==> config.mk <==
export PLATFORM = sky130hd
export DESIGN_NAME = fesc_host
export DESIGN_NICKNAME = d
export VERILOG_FILES = /design/src/design/fesc_pkg.sv /design/src/design/fesc_host.sv
export VERILOG_INCLUDE_DIRS = /design/src /design/src/design
export SDC_FILE = /design/constraint.sdc
export NUM_CORES = 1
export LEC_CHECK = 0
export BUFFER_PORTS_ARGS = -buffer_cell sky130_fd_sc_hd__buf_4
export CORE_MARGIN = 1
export CORE_UTILIZATION = 43
export DETAILED_ROUTE_END_ITERATION = 12
export PLACE_DENSITY_LB_ADDON = 0.2
export RECOVER_POWER = 100
export SLEW_MARGIN = 0
export SYNTH_ARGS = -nofsm -noshare
export SYNTH_HDL_FRONTEND = slang
export SYNTH_SLANG_ARGS = --single-unit
==> constraint.sdc <==
create_clock -name clock -period 13.5 [get_ports clock]
set_clock_uncertainty 0.2 [all_clocks]
set_input_delay 0.675 -clock clock [delete_from_list [all_inputs] [get_ports clock]]
set_output_delay 0.675 -clock clock [all_outputs]
set_load 0.05 [all_outputs]
==> src/design/fesc_regs.svh <==
// Address, data, register map and timing constants of the flash command host
`ifndef FESC_REGS_SVH
`define FESC_REGS_SVH

// Flash command encodings
`define FESC_UNLOCK1_ADDR  22'h000555
`define FESC_UNLOCK2_ADDR  22'h0002AA
`define FESC_CMD_ADDR      22'h000555
`define FESC_UNLOCK1_DATA  8'hAA
`define FESC_UNLOCK2_DATA  8'h55
`define FESC_PROG_DATA     8'hA0
`define FESC_ERASE_DATA    8'h80
`define FESC_CHIP_DATA     8'h10
`define FESC_SECTOR_DATA   8'h30
`define FESC_RESUME_DATA   8'h30
`define FESC_SUSPEND_DATA  8'hB0
`define FESC_RESET_DATA    8'hF0
`define FESC_IDENT_DATA    8'h90

// Controller register byte offsets
`define FESC_REG_CMD       4'h0
`define FESC_REG_ADDR      4'h4
`define FESC_REG_DATA      4'h8
`define FESC_REG_STATUS    4'hC

// Status register bit positions
`define FESC_ST_BUSY       0
`define FESC_ST_DONE       1
`define FESC_ST_FAIL       2
`define FESC_ST_READY      3

// Sequence step numbers
`define FESC_STEP_UNLOCK1  3'h0
`define FESC_STEP_UNLOCK2  3'h1
`define FESC_STEP_CMD      3'h2
`define FESC_STEP_THIRD    3'h3
`define FESC_STEP_FOURTH   3'h4
`define FESC_STEP_SIXTH    3'h5

// Timing
`define FESC_CLK_MHZ       250
`define FESC_SUSPEND_US    20
`define FESC_WE_CYC        10
`define FESC_HOLD_CYC      4
`define FESC_RD_CYC        25
`define FESC_POLL_MAX      16'hFFFF

`endif

==> src/design/fesc_pkg.sv <==
// Types of the flash command host
package fesc_pkg;

    typedef enum logic [3:0] {
        FESC_OP_READ    = 4'h0,
        FESC_OP_RESET   = 4'h1,
        FESC_OP_PROG    = 4'h2,
        FESC_OP_CHIP    = 4'h3,
        FESC_OP_SECT    = 4'h4,
        FESC_OP_ADDSECT = 4'h5,
        FESC_OP_SUSP    = 4'h6,
        FESC_OP_RESUME  = 4'h7,
        FESC_OP_IDENT   = 4'h8,
        FESC_OP_POLL    = 4'h9
    } fesc_op_t;

    typedef enum logic [2:0] {
        FESC_IDLE   = 3'h0,
        FESC_SETUP  = 3'h1,
        FESC_STROBE = 3'h3,
        FESC_HOLD   = 3'h2,
        FESC_NEXT   = 3'h6,
        FESC_RDSTB  = 3'h7,
        FESC_DELAY  = 3'h5
    } fesc_state_t;

    typedef struct packed {
        logic        rd;
        logic        last;
        logic [21:0] addr;
        logic [7:0]  data;
    } fesc_step_t;

    typedef struct packed {
        logic [21:0] addr;
        logic [7:0]  dq;
        logic        dq_oe;
        logic        ce_n;
        logic        we_n;
        logic        oe_n;
    } fesc_pins_t;

    typedef struct packed {
        fesc_state_t state;
        fesc_op_t    op;
        logic [2:0]  step;
        logic [15:0] cnt;
        logic [15:0] pcnt;
        logic        seen;
        logic [21:0] addr;
        logic [7:0]  data;
        logic [7:0]  rbyte;
        logic        busy;
        logic        done;
        logic        fail;
        logic [31:0] rdata;
        fesc_pins_t  pins;
        logic [7:0]  dq_s1;
        logic [7:0]  dq_s2;
        logic        rb_s1;
        logic        rb_s2;
    } fesc_ctx_t;

endpackage

==> src/design/fesc_host.sv <==
// Host controller that issues command sequences and polling reads to a parallel flash
//
// What this block does
// - Suspend is one write of B0, resume one write of 30, any address.
// - Host writes resume to leave suspension; erase then continues.
// - Multi-write commands open with AA at 555, then 55 at 2AA.
// - Program is unlock, A0 at 555, then byte at program address.
// - Erase is unlock, 80, unlock, then 10 at 555 or 30 at sector.
// - F0 at any address resets; needed to leave identification mode.
// - Host trusts the byte only on the read after the poll bit turns true.
//
// The implementer's own choices: the address-and-strobe port and the register addresses.
`timescale 1ns/1ps
`default_nettype none
`include "fesc_regs.svh"

module fesc_host #(
    parameter int unsigned SUSPEND_CYC = `FESC_SUSPEND_US * `FESC_CLK_MHZ,
    parameter int unsigned WE_CYC      = `FESC_WE_CYC,
    parameter int unsigned HOLD_CYC    = `FESC_HOLD_CYC,
    parameter int unsigned RD_CYC      = `FESC_RD_CYC,
    parameter logic [15:0] POLL_MAX    = `FESC_POLL_MAX
) (
    input  wire logic          clock,        // 250 MHz clock
    input  wire logic          rst,          // Asynchronous reset, active high
    input  wire logic [3:0]    sw_addr,      // Register byte address
    input  wire logic [31:0]   sw_wdata,     // Register write data
    input  wire logic          sw_wr,        // Write strobe
    input  wire logic          sw_rd,        // Read strobe
    output logic [31:0]        sw_rdata,     // Read data, cycle after sw_rd
    output fesc_pkg::fesc_pins_t fl_pins,    // Flash address, data out, strobes
    input  wire logic [7:0]    fl_dq_in,     // Flash data pins as read
    input  wire logic          ready_busy_n  // Flash ready/busy pin
);

    fesc_pkg::fesc_ctx_t s_reg;
    fesc_pkg::fesc_ctx_t s_next;
    fesc_pkg::fesc_step_t cur;

    // Address and data of one bus cycle of a command sequence
    function automatic fesc_pkg::fesc_step_t cmd_step(
        input fesc_pkg::fesc_op_t op,
        input logic [2:0]         step,
        input logic [21:0]        addr,
        input logic [7:0]         data
    );
        fesc_pkg::fesc_step_t r;
        logic                 erase;
        r = '{rd: 1'b0, last: 1'b0, addr: `FESC_CMD_ADDR, data: `FESC_RESET_DATA};
        erase = (op == fesc_pkg::FESC_OP_CHIP) || (op == fesc_pkg::FESC_OP_SECT);
        unique case (op)
            fesc_pkg::FESC_OP_PROG, fesc_pkg::FESC_OP_CHIP,
            fesc_pkg::FESC_OP_SECT, fesc_pkg::FESC_OP_IDENT: begin
                if (step == `FESC_STEP_UNLOCK1 || (erase && step == `FESC_STEP_THIRD)) begin
                    r.addr = `FESC_UNLOCK1_ADDR;
                    r.data = `FESC_UNLOCK1_DATA;
                end else if (step == `FESC_STEP_UNLOCK2 || (erase && step == `FESC_STEP_FOURTH)) begin
                    r.addr = `FESC_UNLOCK2_ADDR;
                    r.data = `FESC_UNLOCK2_DATA;
                end else if (step == `FESC_STEP_CMD) begin
                    r.addr = `FESC_CMD_ADDR;
                    if (op == fesc_pkg::FESC_OP_PROG) begin
                        r.data = `FESC_PROG_DATA;
                    end else if (op == fesc_pkg::FESC_OP_IDENT) begin
                        r.data = `FESC_IDENT_DATA;
                    end else begin
                        r.data = `FESC_ERASE_DATA;
                    end
                end else if (op == fesc_pkg::FESC_OP_PROG) begin
                    r.addr = addr;
                    r.data = data;
                    r.last = 1'b1;
                end else if (op == fesc_pkg::FESC_OP_IDENT) begin
                    r.addr = addr;
                    r.rd   = 1'b1;
                    r.last = 1'b1;
                end else if (op == fesc_pkg::FESC_OP_CHIP) begin
                    r.data = `FESC_CHIP_DATA;
                    r.last = 1'b1;
                end else begin
                    r.addr = addr;
                    r.data = `FESC_SECTOR_DATA;
                    r.last = 1'b1;
                end
            end
            fesc_pkg::FESC_OP_ADDSECT: begin
                r.addr = addr;
                r.data = `FESC_SECTOR_DATA;
                r.last = 1'b1;
            end
            fesc_pkg::FESC_OP_SUSP: begin
                r.addr = addr;
                r.data = `FESC_SUSPEND_DATA;
                r.last = 1'b1;
            end
            fesc_pkg::FESC_OP_RESUME: begin
                r.addr = addr;
                r.data = `FESC_RESUME_DATA;
                r.last = 1'b1;
            end
            fesc_pkg::FESC_OP_RESET: begin
                r.addr = addr;
                r.last = 1'b1;
            end
            default: begin
                r.addr = addr;
                r.rd   = 1'b1;
                r.last = 1'b1;
            end
        endcase
        return r;
    endfunction

    assign cur = cmd_step(s_reg.op, s_reg.step, s_reg.addr, s_reg.data);

    always_comb begin
        s_next = s_reg;
        s_next.dq_s1 = fl_dq_in;
        s_next.dq_s2 = s_reg.dq_s1;
        s_next.rb_s1 = ready_busy_n;
        s_next.rb_s2 = s_reg.rb_s1;

        if (sw_rd) begin
            unique case (sw_addr)
                `FESC_REG_ADDR:   s_next.rdata = {10'h000, s_reg.addr};
                `FESC_REG_DATA:   s_next.rdata = {24'h000000, s_reg.rbyte};
                `FESC_REG_STATUS: begin
                    s_next.rdata = 32'h00000000;
                    s_next.rdata[`FESC_ST_BUSY]  = s_reg.busy;
                    s_next.rdata[`FESC_ST_DONE]  = s_reg.done;
                    s_next.rdata[`FESC_ST_FAIL]  = s_reg.fail;
                    s_next.rdata[`FESC_ST_READY] = s_reg.rb_s2;
                end
                `FESC_REG_CMD:    s_next.rdata = {28'h0000000, s_reg.op};
                default:          s_next.rdata = 32'h00000000;
            endcase
        end

        if (sw_wr && !s_reg.busy) begin
            if (sw_addr == `FESC_REG_ADDR) begin
                s_next.addr = sw_wdata[21:0];
            end else if (sw_addr == `FESC_REG_DATA) begin
                s_next.data = sw_wdata[7:0];
            end
        end

        unique case (s_reg.state)
            fesc_pkg::FESC_IDLE: begin
                if (sw_wr && sw_addr == `FESC_REG_CMD) begin
                    s_next.op    = fesc_pkg::fesc_op_t'(sw_wdata[3:0]);
                    s_next.step  = `FESC_STEP_UNLOCK1;
                    s_next.pcnt  = 16'h0000;
                    s_next.seen  = 1'b0;
                    s_next.busy  = 1'b1;
                    s_next.done  = 1'b0;
                    s_next.fail  = 1'b0;
                    s_next.state = fesc_pkg::FESC_SETUP;
                end
            end
            fesc_pkg::FESC_SETUP: begin
                // Address and chip select settle one cycle before the write strobe falls; on reads OE falls with them
                s_next.pins.addr = cur.addr;
                s_next.pins.ce_n = 1'b0;
                if (cur.rd) begin
                    s_next.pins.oe_n = 1'b0;
                    s_next.cnt       = 16'(RD_CYC);
                    s_next.state     = fesc_pkg::FESC_RDSTB;
                end else begin
                    s_next.pins.dq    = cur.data;
                    s_next.pins.dq_oe = 1'b1;
                    s_next.state      = fesc_pkg::FESC_STROBE;
                    s_next.cnt        = 16'(WE_CYC);
                end
            end
            fesc_pkg::FESC_STROBE: begin
                s_next.pins.we_n = 1'b0;
                s_next.cnt       = s_reg.cnt - 16'h0001;
                if (s_reg.cnt == 16'h0001) begin
                    // Data and address stay past the rising edge
                    s_next.pins.we_n = 1'b1;
                    s_next.cnt       = 16'(HOLD_CYC);
                    s_next.state     = fesc_pkg::FESC_HOLD;
                end
            end
            fesc_pkg::FESC_HOLD: begin
                s_next.cnt = s_reg.cnt - 16'h0001;
                if (s_reg.cnt == 16'h0001) begin
                    s_next.pins.ce_n  = 1'b1;
                    s_next.pins.dq_oe = 1'b0;
                    s_next.state      = fesc_pkg::FESC_NEXT;
                end
            end
            fesc_pkg::FESC_RDSTB: begin
                // Count covers access time plus the two-stage input sync
                s_next.cnt = s_reg.cnt - 16'h0001;
                if (s_reg.cnt == 16'h0001) begin
                    s_next.rbyte     = s_reg.dq_s2;
                    s_next.pins.oe_n = 1'b1;
                    s_next.pins.ce_n = 1'b1;
                    s_next.state     = fesc_pkg::FESC_NEXT;
                end
            end
            fesc_pkg::FESC_NEXT: begin
                s_next.state = fesc_pkg::FESC_IDLE;
                if (!cur.last) begin
                    s_next.step  = s_reg.step + 3'h1;
                    s_next.state = fesc_pkg::FESC_SETUP;
                end else if (s_reg.op == fesc_pkg::FESC_OP_POLL) begin
                    // Expected top bit: programmed byte, or 1 for erase or suspend
                    if (s_reg.rbyte[7] == s_reg.data[7]) begin
                        s_next.seen = 1'b1;
                        if (!s_reg.seen) begin
                            s_next.state = fesc_pkg::FESC_SETUP;
                        end
                    end else begin
                        s_next.seen = 1'b0;
                        s_next.pcnt = s_reg.pcnt + 16'h0001;
                        if (s_reg.pcnt == POLL_MAX) begin
                            s_next.fail = 1'b1;
                        end else begin
                            s_next.state = fesc_pkg::FESC_SETUP;
                        end
                    end
                end else if (s_reg.op == fesc_pkg::FESC_OP_SUSP) begin
                    s_next.cnt   = 16'(SUSPEND_CYC);
                    s_next.state = fesc_pkg::FESC_DELAY;
                end
                if (s_next.state == fesc_pkg::FESC_IDLE) begin
                    s_next.busy = 1'b0;
                    s_next.done = 1'b1;
                end
            end
            fesc_pkg::FESC_DELAY: begin
                s_next.cnt = s_reg.cnt - 16'h0001;
                if (s_reg.cnt <= 16'h0001) begin
                    s_next.busy  = 1'b0;
                    s_next.done  = 1'b1;
                    s_next.state = fesc_pkg::FESC_IDLE;
                end
            end
            default: begin
                s_next.busy  = 1'b0;
                s_next.state = fesc_pkg::FESC_IDLE;
            end
        endcase
    end

    always_ff @(posedge clock or posedge rst) begin
        if (rst) begin
            s_reg           <= '0;
            s_reg.pins.ce_n <= 1'b1;
            s_reg.pins.we_n <= 1'b1;
            s_reg.pins.oe_n <= 1'b1;
            s_reg.rb_s1     <= 1'b1;
            s_reg.rb_s2     <= 1'b1;
        end else begin
            s_reg <= s_next;
        end
    end

    assign sw_rdata = s_reg.rdata;
    assign fl_pins  = s_reg.pins;

endmodule

`default_nettype wire

==> results of run 1 <==
## cells by family after synthesis
logic type / Yosys count / share of synthesized area
other: 1 / 0.000473
AND/OR/NAND/NOR: 227 / 0.145
adder cells (fa/ha/maj): 8 / 0.0126
AO/OA/AOI/OAI: 207 / 0.169
flip-flops: 158 / 0.500
multiplexers: 47 / 0.0725
buffers and inverters: 142 / 0.0989
XOR/XNOR: 2 / 0.00221
## how the worst min path moves through the flow
stage	startpoint	endpoint	slack, ns	depth (start not counted)
floorplan	s_next[2]$_DFF_PP0_	s_reg[2]$_DFF_PP0_	0.13	0
global placement	s_next[4]$_DFF_PP0_	s_reg[4]$_DFF_PP0_	0.14	0
detailed placement	s_next[8]$_DFF_PP0_	s_reg[8]$_DFF_PP0_	0.14	0
CTS	fl_dq_in[4]	s_next[6]$_DFF_PP0_	0.14	1
global route	ready_busy_n	s_next[0]$_DFF_PP1_	0.14	1
finish	s_next[8]$_DFF_PP0_	s_reg[8]$_DFF_PP0_	0.15	0
## layout make-up
| class | instances | share of cell area |
|---|---|---|
| flip-flops and latches | 158 | 0.456 |
| inverters | 42 | 0.0183 |
| multi-input cells | 501 | 0.366 |
| clock buffers | 17 | 0.0490 |
| clock inverters | 15 | 0.0187 |
| well taps | 229 | 0.0330 |
| repair buffers | 98 | 0.0592 |
## Yosys cell counts (all sizes together), types with 3 or more instances
master,number
inv,41
a31oi,18
mux4,4
nand2,80
dfstp,5
or4,3
nand2b,8
a21oi,24
a211oi,5
nor2,48
nand4,9
nand4bb,3
o31ai,14
o21ai,72
or3,3
nand3,21
nor4,6
ha,8
a21o,6
a22oi,11
o22ai,8
a22o,14
and3,6
nor3,15
o41ai,4
dfrtp,153
nor2b,6
o211ai,3
buf,71
o21a,10
clkbuf,29
a21boi,3
mux2,43
nor3b,3
## placed cells by master (no fill, tap or decap), types with 4 or more instances in the layout
master	synthesis	layout
a22oi_1	11	11
clkbuf_16	0	17
nor2_1	48	48
and3_1	6	6
mux4_2	4	4
a31oi_1	18	18
inv_6	0	4
dfrtp_1	153	153
nand3_1	21	21
nand4_1	9	9
o41ai_1	4	4
nor2b_1	6	6
clkbuf_4	0	11
inv_1	41	40
buf_4	66	28
nand2_1	80	80
clkbuf_1	29	59
conb_1	1	10
o31ai_1	14	14
ha_1	8	8
nor3_1	14	15
o21ai_0	67	72
nor4_1	4	6
a21o_1	6	6
nand2b_1	8	8
mux2_2	43	43
o21a_1	10	10
a22o_1	14	14
inv_8	0	5
a21oi_1	24	24
o22ai_1	8	8
a211oi_1	4	5
dfstp_2	5	5
## power groups by stage
stage | Clock [mW] | Sequential [mW] | Combinational (mW)
final | 0.471 | 0.677 | 0.519
after floorplan | 0 | 0.631 | 0.483
after global routing | 0.499 | 0.693 | 0.572
after detailed placement | 0 | 0.684 | 0.547
after CTS | 0.478 | 0.676 | 0.549
after global placement | 0 | 0.678 | 0.531
## per-stage QoR
stage / cell area (sq um) / setup slack, ns / util
after floorplan: 7960 / 8.37 / -
after global placement: 8360 / 10.44 / 0.464
after detailed placement: 8360 / 10.36 / 0.464
after CTS: 8940 / 10.49 / 0.496
after global routing: 8680 / 5.65 / 0.482
final: 8680 / 7.09 / 0.482
## per-layer routing
metal,track usage,vias to the layer above
met5,0,-
met4,0.0694,0
met3,0.0357,22
met2,0.314,150
met1,0.274,2909
li1,-,2815
==> key figures, run 1 <==
Floorplan
  • Full die area: 0.0190 sq mm
  • Die H: 138 um
  • Die width: 138 um
  • Initial core utilization: 0.439
  • Row Count: 49
  • Core area: 0.0180 sq mm
  • Ports: 115

Synth
  • Cells after synthesis: 792
  • Yosys warns: 0
  • Async SR Flop Fraction: 1.00
  • Dominant cell type by area after synthesis: dfrtp_1
  • Synth Cell Area: 0.00792 sq mm
  • Syn_area_per_cell: 10.0 sq um
  • Largest cells by area after synthesis: dfrtp_1 48%, buf_4 6.3%, mux2_2 6.1%
  • Primary FF master, synth: dfrtp_1
  • Synth Register Bits: 158
  • Synth top area share: 0.483
  • EDFF count, synth: 0
  • Seq/Total Area, Yosys: 0.500
  • Yosys cell types: 65

Layout
  • Multi-input logic area: 0.00317 sq mm
  • Non-filler instance count after layout: 1060
  • Final nets: 875
  • Ant. Diodes: 0
  • Area growth syn-to-layout: 9.60%
  • Register area: 0.00396 sq mm
  • Max reg flops: 93
  • Fill cells: 1707
  • Share of layout cells above drive strength 1: 0.154

Setup path
  • Start of the worst register-to-register path: s_reg[146]$_DFFE_PP0P_
  • CP top delay family: buffers and inverters
  • Crit-path max FO: 82
  • Crit path arrival time: 5.76 ns
  • Slowest CP cell: clkbuf_1
  • RR Endpoint: s_reg[147]$_DFFE_PP0P_
  • R2R setup slack: 10.05 ns
  • Critical path class: in2async
  • Buf+Inv Stages, Crit Path: 3
  • Critical Path RT: 12.85 ns
  • Crit-path cells: clkbuf_4, clkinvlp_2, clkbuf_1
  • Largest stage delay on the critical path: 3.05 ns
  • CP startpoint kind: input port
  • CP Capture Point: s_reg[8]$_DFF_PP0_
  • Reg2reg path depth: 5
  • Setup crit end kind: asynchronous set/reset pin
  • Critical Path Start: rst
  • Cell depth of the worst setup path: 3

Pwr
  • Pwr/cell area: 192 mW/mm^2
  • VDD IR max: 0.0950 mV
  • Sw frac: 0.405
  • Power, Total: 1.67 mW
  • P_sw: 0.675 mW
  • Clock power share: 0.282
  • P_int: 0.992 mW
  • Combinational power share: 0.311
  • Leak Pwr: 3.80 nW
  • Flop pwr share: 0.406

Detailed routing
  • Max layer used: met4
  • Post-DR vias/cell: 5.56
  • Met3 WL: 733 um
  • # DRC: 0
  • Via count: 5896
  • First drt pass iteration count: 4
  • Final ANT Viol Nets: 0
  • Routed wire length: 18100 um
  • DR WL/cell: 17.0 um
  • M1 WL: 8530 um
  • DR iter-0 viols: 397
  • Routed wl met2: 8530 um

Global route
  • Vias in the first global route: 5559
  • Antenna violations before repair: 0
  • GRT overflow: 0
  • All-Layer GR Usage: 0.199
  • Pin count of the biggest net entering global routing: 83
  • Global-route wire length before repair: 28900 um

STA
  • Slew of the pin with the lowest slew margin: 4.20 ns
  • Setup_tns: 0 ns
  • Total count of hold-check failures in the final report: 0
  • Slew headroom: -1.80
  • Fmax achieved: 0.156 GHz
  • Final Cycle Share: 0.475
  • WHS: 0.150 ns
  • Fin crit period: 6.41 ns
  • Final setup fails: 0
  • Pins over their slew limit: 161
  • RSZ-0062 raised after global routing: no

Status
  • Status: finished with violations
  • Failing checks: max-capacitance violations, max-slew violations

CTS
  • Worst-path clk slew: 0.06 ns
  • CTS Buf Count: 17
  • Post-CTS Resized: 0
  • CTS root buf: clkbuf_16
  • Cts hold-fix bufs: 0
  • Clock buffer depth: 2
  • CTS sink count: 158
  • H-tree depth: 4
  • Clock latency on the worst-skew pair: 0.43 ns
  • TritonCTS clock tree: done
  • Post-CTS Setup Bufs: 0

Run
  • Total of max-cap violations: 2

Place
  • Final HPWL DP: 12600 um
  • Dpl cells: 1028
  • Placer Congestion: 0.795
  • Port Buf Inserts: 94

Hold path
  • Min-delay worst type: reg2reg
(Power assumes the default switching activity.)
==> run 2: changes to the inputs <==
- clock period: 13.5 -> 5.7 ns (I/O delays scaled with it)
==> key figures, run 2 (synthesis results as in run 1) <==
Run
  • Total of max-cap violations: 0 (was 2)

Global route
  • Pin count of the biggest net entering global routing: 97 (was 83)
  • All-Layer GR Usage: 0.205 (was 0.199)
  • Antenna violations before repair: 0 (unchanged)
  • GRT overflow: 0 (unchanged)
  • Vias in the first global route: 5848 (was 5559)
  • Global-route wire length before repair: 29800 um (was 28900 um)

STA
  • Total count of hold-check failures in the final report: 0 (unchanged)
  • RSZ-0062 raised after global routing: no (unchanged)
  • Pins over their slew limit: 0 (was 161)
  • Fin crit period: 3.44 ns
  • Fmax achieved: 0.290 GHz
  • WHS: 0.0372 ns (was 0.150 ns)
  • Setup_tns: 0 ns (unchanged)
  • Final setup fails: 0 (unchanged)
  • Final Cycle Share: 0.604
  • Slew of the pin with the lowest slew margin: 1.45 ns (was 4.20 ns)
  • Slew headroom: 0.0204 (was -1.80)

Detailed routing
  • Post-DR vias/cell: 5.50 (was 5.56)
  • Final ANT Viol Nets: 0 (unchanged)
  • First drt pass iteration count: 4 (unchanged)
  • DR iter-0 viols: 337 (was 397)
  • # DRC: 0 (unchanged)
  • DR WL/cell: 16.8 um (was 17.0 um)
  • Routed wire length: 18300 um (was 18100 um)
  • Via count: 6002 (was 5896)

Layout
  • Area growth syn-to-layout: 13.5% (was 9.60%)
  • Commonest cells after routing, fill and taps aside: 153 x dfrtp_1, 80 x nand2_1, 72 x o21ai_0, 59 x clkbuf_1, 48 x nor2_1 (unchanged)
  • Register area: 0.00396 sq mm (unchanged)
  • Ant. Diodes: 0 (unchanged)
  • Non-filler instance count after layout: 1091 (was 1060)
  • Max reg flops: 93 (unchanged)
  • Share of layout cells above drive strength 1: 0.147 (was 0.154)
  • Multi-input logic area: 0.00317 sq mm (unchanged)
  • Final nets: 906 (was 875)
  • Fill cells: 1705 (was 1707)
  • Most common cell after layout, fill and taps aside: dfrtp_1 (unchanged)

Setup path
  • Crit-path max FO: 9 (was 82)
  • Setup crit end kind: register (was asynchronous set/reset pin)
  • Critical path class: reg2reg (was in2async)
  • RR Endpoint: s_reg[147]$_DFFE_PP0P_ (unchanged)
  • Critical Path Start: s_reg[146]$_DFFE_PP0P_ (was rst)
  • Start of the worst register-to-register path: s_reg[146]$_DFFE_PP0P_ (unchanged)
  • CP Capture Point: s_reg[147]$_DFFE_PP0P_ (was s_reg[8]$_DFF_PP0_)
  • Crit path arrival time: 3.57 ns (was 5.76 ns)
  • R2R setup slack: 2.26 ns (was 10.05 ns)
  • CP startpoint kind: register (was input port)
  • Critical Path RT: 5.82 ns (was 12.85 ns)
  • Reg2reg path depth: 5 (unchanged)

Floorplan
  • Die H: 138 um (unchanged)
  • Die width: 138 um (unchanged)
  • Row Count: 49 (unchanged)
  • Core area: 0.0180 sq mm (unchanged)
  • Ports: 115 (unchanged)
  • Full die area: 0.0190 sq mm (unchanged)
  • Initial core utilization: 0.439 (unchanged)

Pwr
  • Leak Pwr: 3.93 nW (was 3.80 nW)
  • Power, Total: 3.97 mW (was 1.67 mW)
  • VDD IR max: 0.232 mV (was 0.0950 mV)
  • Pwr/cell area: 442 mW/mm^2 (was 192 mW/mm^2)

Place
  • Final HPWL DP: 12700 um (was 12600 um)
  • Port Buf Inserts: 94 (unchanged)
  • Placer Congestion: 0.815 (was 0.795)
  • Dpl cells: 1027 (was 1028)

CTS
  • TritonCTS clock tree: done (unchanged)
  • Clock latency on the worst-skew pair: 0.43 ns (about the same)
  • CTS root buf: clkbuf_16 (unchanged)
  • Worst-path clk slew: 0.07 ns (was 0.06 ns)
  • H-tree depth: 4 (unchanged)
  • CTS sink count: 158 (unchanged)
  • Post-CTS Setup Bufs: 0 (unchanged)
  • Post-CTS Resized: 0 (unchanged)
  • CTS Buf Count: 17 (unchanged)
  • Clock buffer depth: 2 (unchanged)

Hold path
  • Min-delay worst type: in2reg (was reg2reg)

Status
  • Status: finished, final reports clean (was finished with violations)
## run 2: cell count changes in the layout (fill, tap and decap cells not counted), moves of 2 or more
| cell | delta |
|---|---|
| clkinv_8 | -2 |
| dlygate4sd3_1 | +32 |
| clkinv_2 | +2 |
| inv_8 | -2 |
| inv_6 | +2 |
## run 2: area by class of cell
cell class,instances,area share
inverter,42,0.0181
multi-input combinational,501,0.353
sequential,158,0.440
timing repair buffer,129,0.0920
clock inverter,15,0.0173
clock buffer,17,0.0473
tap,229,0.0319
## run 2: through the flow
step	util	area (sq um)	setup WS [ns]
final	0.499	8990	2.26
after global routing	0.499	8990	1.97
after CTS	0.513	9250	2.67
after detailed placement	0.463	8350	2.68
after global placement	0.463	8350	2.73
after floorplan	-	7960	0.960
## run 2: worst min-delay path by stage
stage / startpoint / to / slack (ns) / cells past startpoint
after floorplan: ready_busy_n / s_next[0]$_DFF_PP1_ / 0.09 / 0
after global placement: s_next[6]$_DFF_PP0_ / s_reg[6]$_DFF_PP0_ / 0.14 / 0
after detailed placement: s_next[4]$_DFF_PP0_ / s_reg[4]$_DFF_PP0_ / 0.13 / 0
after CTS: sw_addr[2] / s_reg[85]$_DFFE_PP0P_ / 0.02 / 3
after global routing: sw_addr[3] / s_reg[85]$_DFFE_PP0P_ / 0.07 / 3
final: sw_addr[2] / s_reg[85]$_DFFE_PP0P_ / 0.04 / 3
## run 2: layer usage
layer / track usage / vias up / wire length [um]
met3: 0.0346 / 24 / 632
met4: 0.0827 / 0 / 360
li1: - / 2867 / -
met2: 0.326 / 134 / 8670
met1: 0.278 / 2977 / 8680
met5: 0 / - / 0
## run 2: where the power goes
group,leakage [nW],switching [mW],internal [mW]
Combinational,1.64,0.813,0.435
Sequential,2.00,0.261,1.34
Clock,0.287,0.502,0.618
## run 2: what timing repair did
| action | 4_1_cts | 5_1_grt |
|---|---|---|
| hold buffers | 32 | 0 |
| endpoints found under the hold margin | 133 | 0 |
| endpoints found under the setup margin | 0 | 0 |
## run 2: critical path, cell delays in order, from the launching register on
cell     delay (ns)
dfrtp_1        0.44
nor4_1         0.63
nand4_1        0.51
o21ai_0        1.06
o21ai_0        0.22
a22o_1         0.27
==> run 3: changes to the inputs <==
- clock period: 5.7 -> 2.8 ns (I/O delays scaled with it)
==> key figures, run 3 (synthesis results as in run 1) <==
STA
  • Pins over their slew limit: 0 (unchanged)
  • Total count of hold-check failures in the final report: 0 (unchanged)
  • Final setup fails: 0 (unchanged)
  • Fin crit period: 2.62 ns
  • Slew of the pin with the lowest slew margin: 1.37 ns (was 1.45 ns)
  • Setup_tns: 0 ns (unchanged)
  • Final Cycle Share: 0.935
  • Fmax achieved: 0.382 GHz
  • Slew headroom: 0.0812 (was 0.0204)
  • RSZ-0062 raised after global routing: no (unchanged)

Setup path
  • CP startpoint kind: input port (was register)
  • Buf+Inv Stages, Crit Path: 5 (was 0)
  • Critical Path Start: sw_addr[0] (was s_reg[146]$_DFFE_PP0P_)
  • Critical Path RT: 2.91 ns (was 5.82 ns)
  • R2R setup slack: 0.21 ns (was 2.26 ns)
  • RR Endpoint: s_reg[86]$_DFFE_PP0P_ (was s_reg[147]$_DFFE_PP0P_)
  • Critical path class: in2reg (was reg2reg)
  • Cell depth of the worst setup path: 10 (was 5)
  • CP Capture Point: s_reg[124]$_DFFE_PP0P_ (was s_reg[147]$_DFFE_PP0P_)
  • Setup crit end kind: register (unchanged)
  • Start of the worst register-to-register path: s_reg[152]$_DFFE_PP0P_ (was s_reg[146]$_DFFE_PP0P_)
  • Crit path arrival time: 2.72 ns (was 3.57 ns)
  • Largest stage delay on the critical path: 0.55 ns (was 1.06 ns)
  • Slowest CP cell: dlygate4sd3_1 (was o21ai_0)
  • CP top delay family: buffers and inverters (was compound AO/OA/AOI/OAI gates)
  • Reg2reg path depth: 5 (unchanged)
  • Crit-path cells: dlygate4sd3_1, clkbuf_4, nor2_1, dlygate4sd3_1, buf_4, nand2_1, nor2_1, nand2_1, clkbuf_2, mux2_2 (was nor4_1, nand4_1, o21ai_0, o21ai_0, a22o_1)
  • Crit-path max FO: 22 (was 9)

CTS
  • H-tree depth: 4 (unchanged)
  • Post-CTS Resized: 0 (unchanged)
  • CTS sink count: 158 (unchanged)
  • Clock latency on the worst-skew pair: 0.43 ns (about the same)
  • Worst-path clk slew: 0.06 ns (was 0.07 ns)
  • Clock buffer depth: 2 (unchanged)
  • TritonCTS clock tree: done (unchanged)
  • CTS root buf: clkbuf_16 (unchanged)
  • CTS Buf Count: 17 (unchanged)

Detailed routing
  • DR WL/cell: 16.6 um (was 16.8 um)
  • # DRC: 0 (unchanged)
  • Via count: 6202 (was 6002)
  • Routed wire length: 18600 um (was 18300 um)
  • First drt pass iteration count: 5 (was 4)
  • DR iter-0 viols: 411 (was 337)
  • Final ANT Viol Nets: 0 (unchanged)
  • Post-DR vias/cell: 5.52 (was 5.50)

Global route
  • Met2 Track Usage GR: 0.320 (was 0.326)
  • All-Layer GR Usage: 0.205 (about the same)
  • Met1 Use GR: 0.278 (about the same)
  • Antenna violations before repair: 0 (unchanged)
  • Pin count of the biggest net entering global routing: 45 (was 97)
  • Vias in the first global route: 5849 (was 5848)
  • GRT overflow: 0 (unchanged)
  • Global-route wire length before repair: 29500 um (was 29800 um)
  • Met3 usage: 0.0394 (was 0.0346)
  • GRT Max-Usage Layer: met2 (unchanged)

Layout
  • Most common cell after layout, fill and taps aside: dfrtp_1 (unchanged)
  • Area growth syn-to-layout: 16.8% (was 13.5%)
  • Ant. Diodes: 0 (unchanged)
  • Final nets: 940 (was 906)
  • Non-filler instance count after layout: 1124 (was 1091)
  • Max reg flops: 93 (unchanged)
  • Share of layout cells above drive strength 1: 0.174 (was 0.147)
  • Design area: 0.00925 sq mm (was 0.00899 sq mm)
  • Commonest cells after routing, fill and taps aside: 153 x dfrtp_1, 80 x nand2_1, 72 x o21ai_0, 61 x clkbuf_1, 48 x nor2_1 (was 153 x dfrtp_1, 80 x nand2_1, 72 x o21ai_0, 59 x clkbuf_1, 48 x nor2_1)

Place
  • Placer Congestion: 0.848 (was 0.815)
  • Final HPWL DP: 13200 um (was 12700 um)
  • Port Buf Inserts: 94 (unchanged)
  • Placement Cell Area: 0.00860 sq mm (was 0.00835 sq mm)
  • Dpl cells: 1055 (was 1027)

Floorplan
  • Full die area: 0.0190 sq mm (unchanged)
  • Row Count: 49 (unchanged)
  • Core area: 0.0180 sq mm (unchanged)
  • Initial core utilization: 0.439 (unchanged)
  • Ports: 115 (unchanged)
  • Die width: 138 um (unchanged)
  • Die H: 138 um (unchanged)

Run
  • Total of max-cap violations: 0 (unchanged)

Status
  • Status: finished, final reports clean (unchanged)

Pwr
  • Power, Total: 8.12 mW (was 3.97 mW)
  • Pwr/cell area: 877 mW/mm^2 (was 442 mW/mm^2)
  • Leak Pwr: 4.07 nW (was 3.93 nW)
  • VDD IR max: 0.497 mV (was 0.232 mV)

Hold path
  • Min-delay worst type: reg2reg (was in2reg)
-- run 3: area by class of cell --
class	instances	area [sq um]
fillers	1695	8780
flip-flops and latches	158	3960
multi-input cells	501	3200
repair buffers	163	1080
clock buffers	19	453
well taps	229	287
inverters	42	159
clock inverters	12	103
-- run 3: what timing repair did --
item	in CTS	in global routing
buffers inserted	0	0
setup endpoints to repair	0	0
hold buffers	38	0
endpoints found under the hold margin	91	0
-- run 3: routing by layer --
metal | vias to the layer above | wire length, um
met3 | 30 | 846
met4 | 0 | 360
met2 | 193 | 8670
met5 | - | 0
li1 | 2931 | -
met1 | 3048 | 8770
-- run 3: worst register-to-register path: cells and delay by family (launching register included) --
family          cells  cell delay (ns)
simple gates        3             1.39
flops               1             0.44
compound gates      2             0.42
-- run 3: through the flow --
step	hold slack, ns	util	setup slack (ns)
after global routing	0.154	0.513	0.0499
after global placement	0.0506	0.477	0.295
final	0.153	0.513	0.183
after CTS	0.134	0.529	0.267
after detailed placement	0.0501	0.477	0.275
after floorplan	-0.0555	-	0.422
-- run 3: worst min path at each step --
stage / startpoint / endpoint / cells after the start
2_1_floorplan: ready_busy_n / s_next[0]$_DFF_PP1_ / 0
3_3_place_gp: fl_dq_in[2] / s_next[4]$_DFF_PP0_ / 1
3_5_place_dp: ready_busy_n / s_next[0]$_DFF_PP1_ / 1
6_report: s_next[7]$_DFF_PP0_ / s_reg[7]$_DFF_PP0_ / 0
4_1_cts: ready_busy_n / s_next[0]$_DFF_PP1_ / 2
5_1_grt: fl_dq_in[2] / s_next[4]$_DFF_PP0_ / 2
-- run 3: where the power goes --
group / internal (mW) / total (mW) / switching, mW
Sequential: 2.73 / 3.22 / 0.490
Clock: 1.20 / 2.17 / 0.976
Combinational: 0.982 / 2.72 / 1.74
Total: 4.91 / 8.12 / 3.20
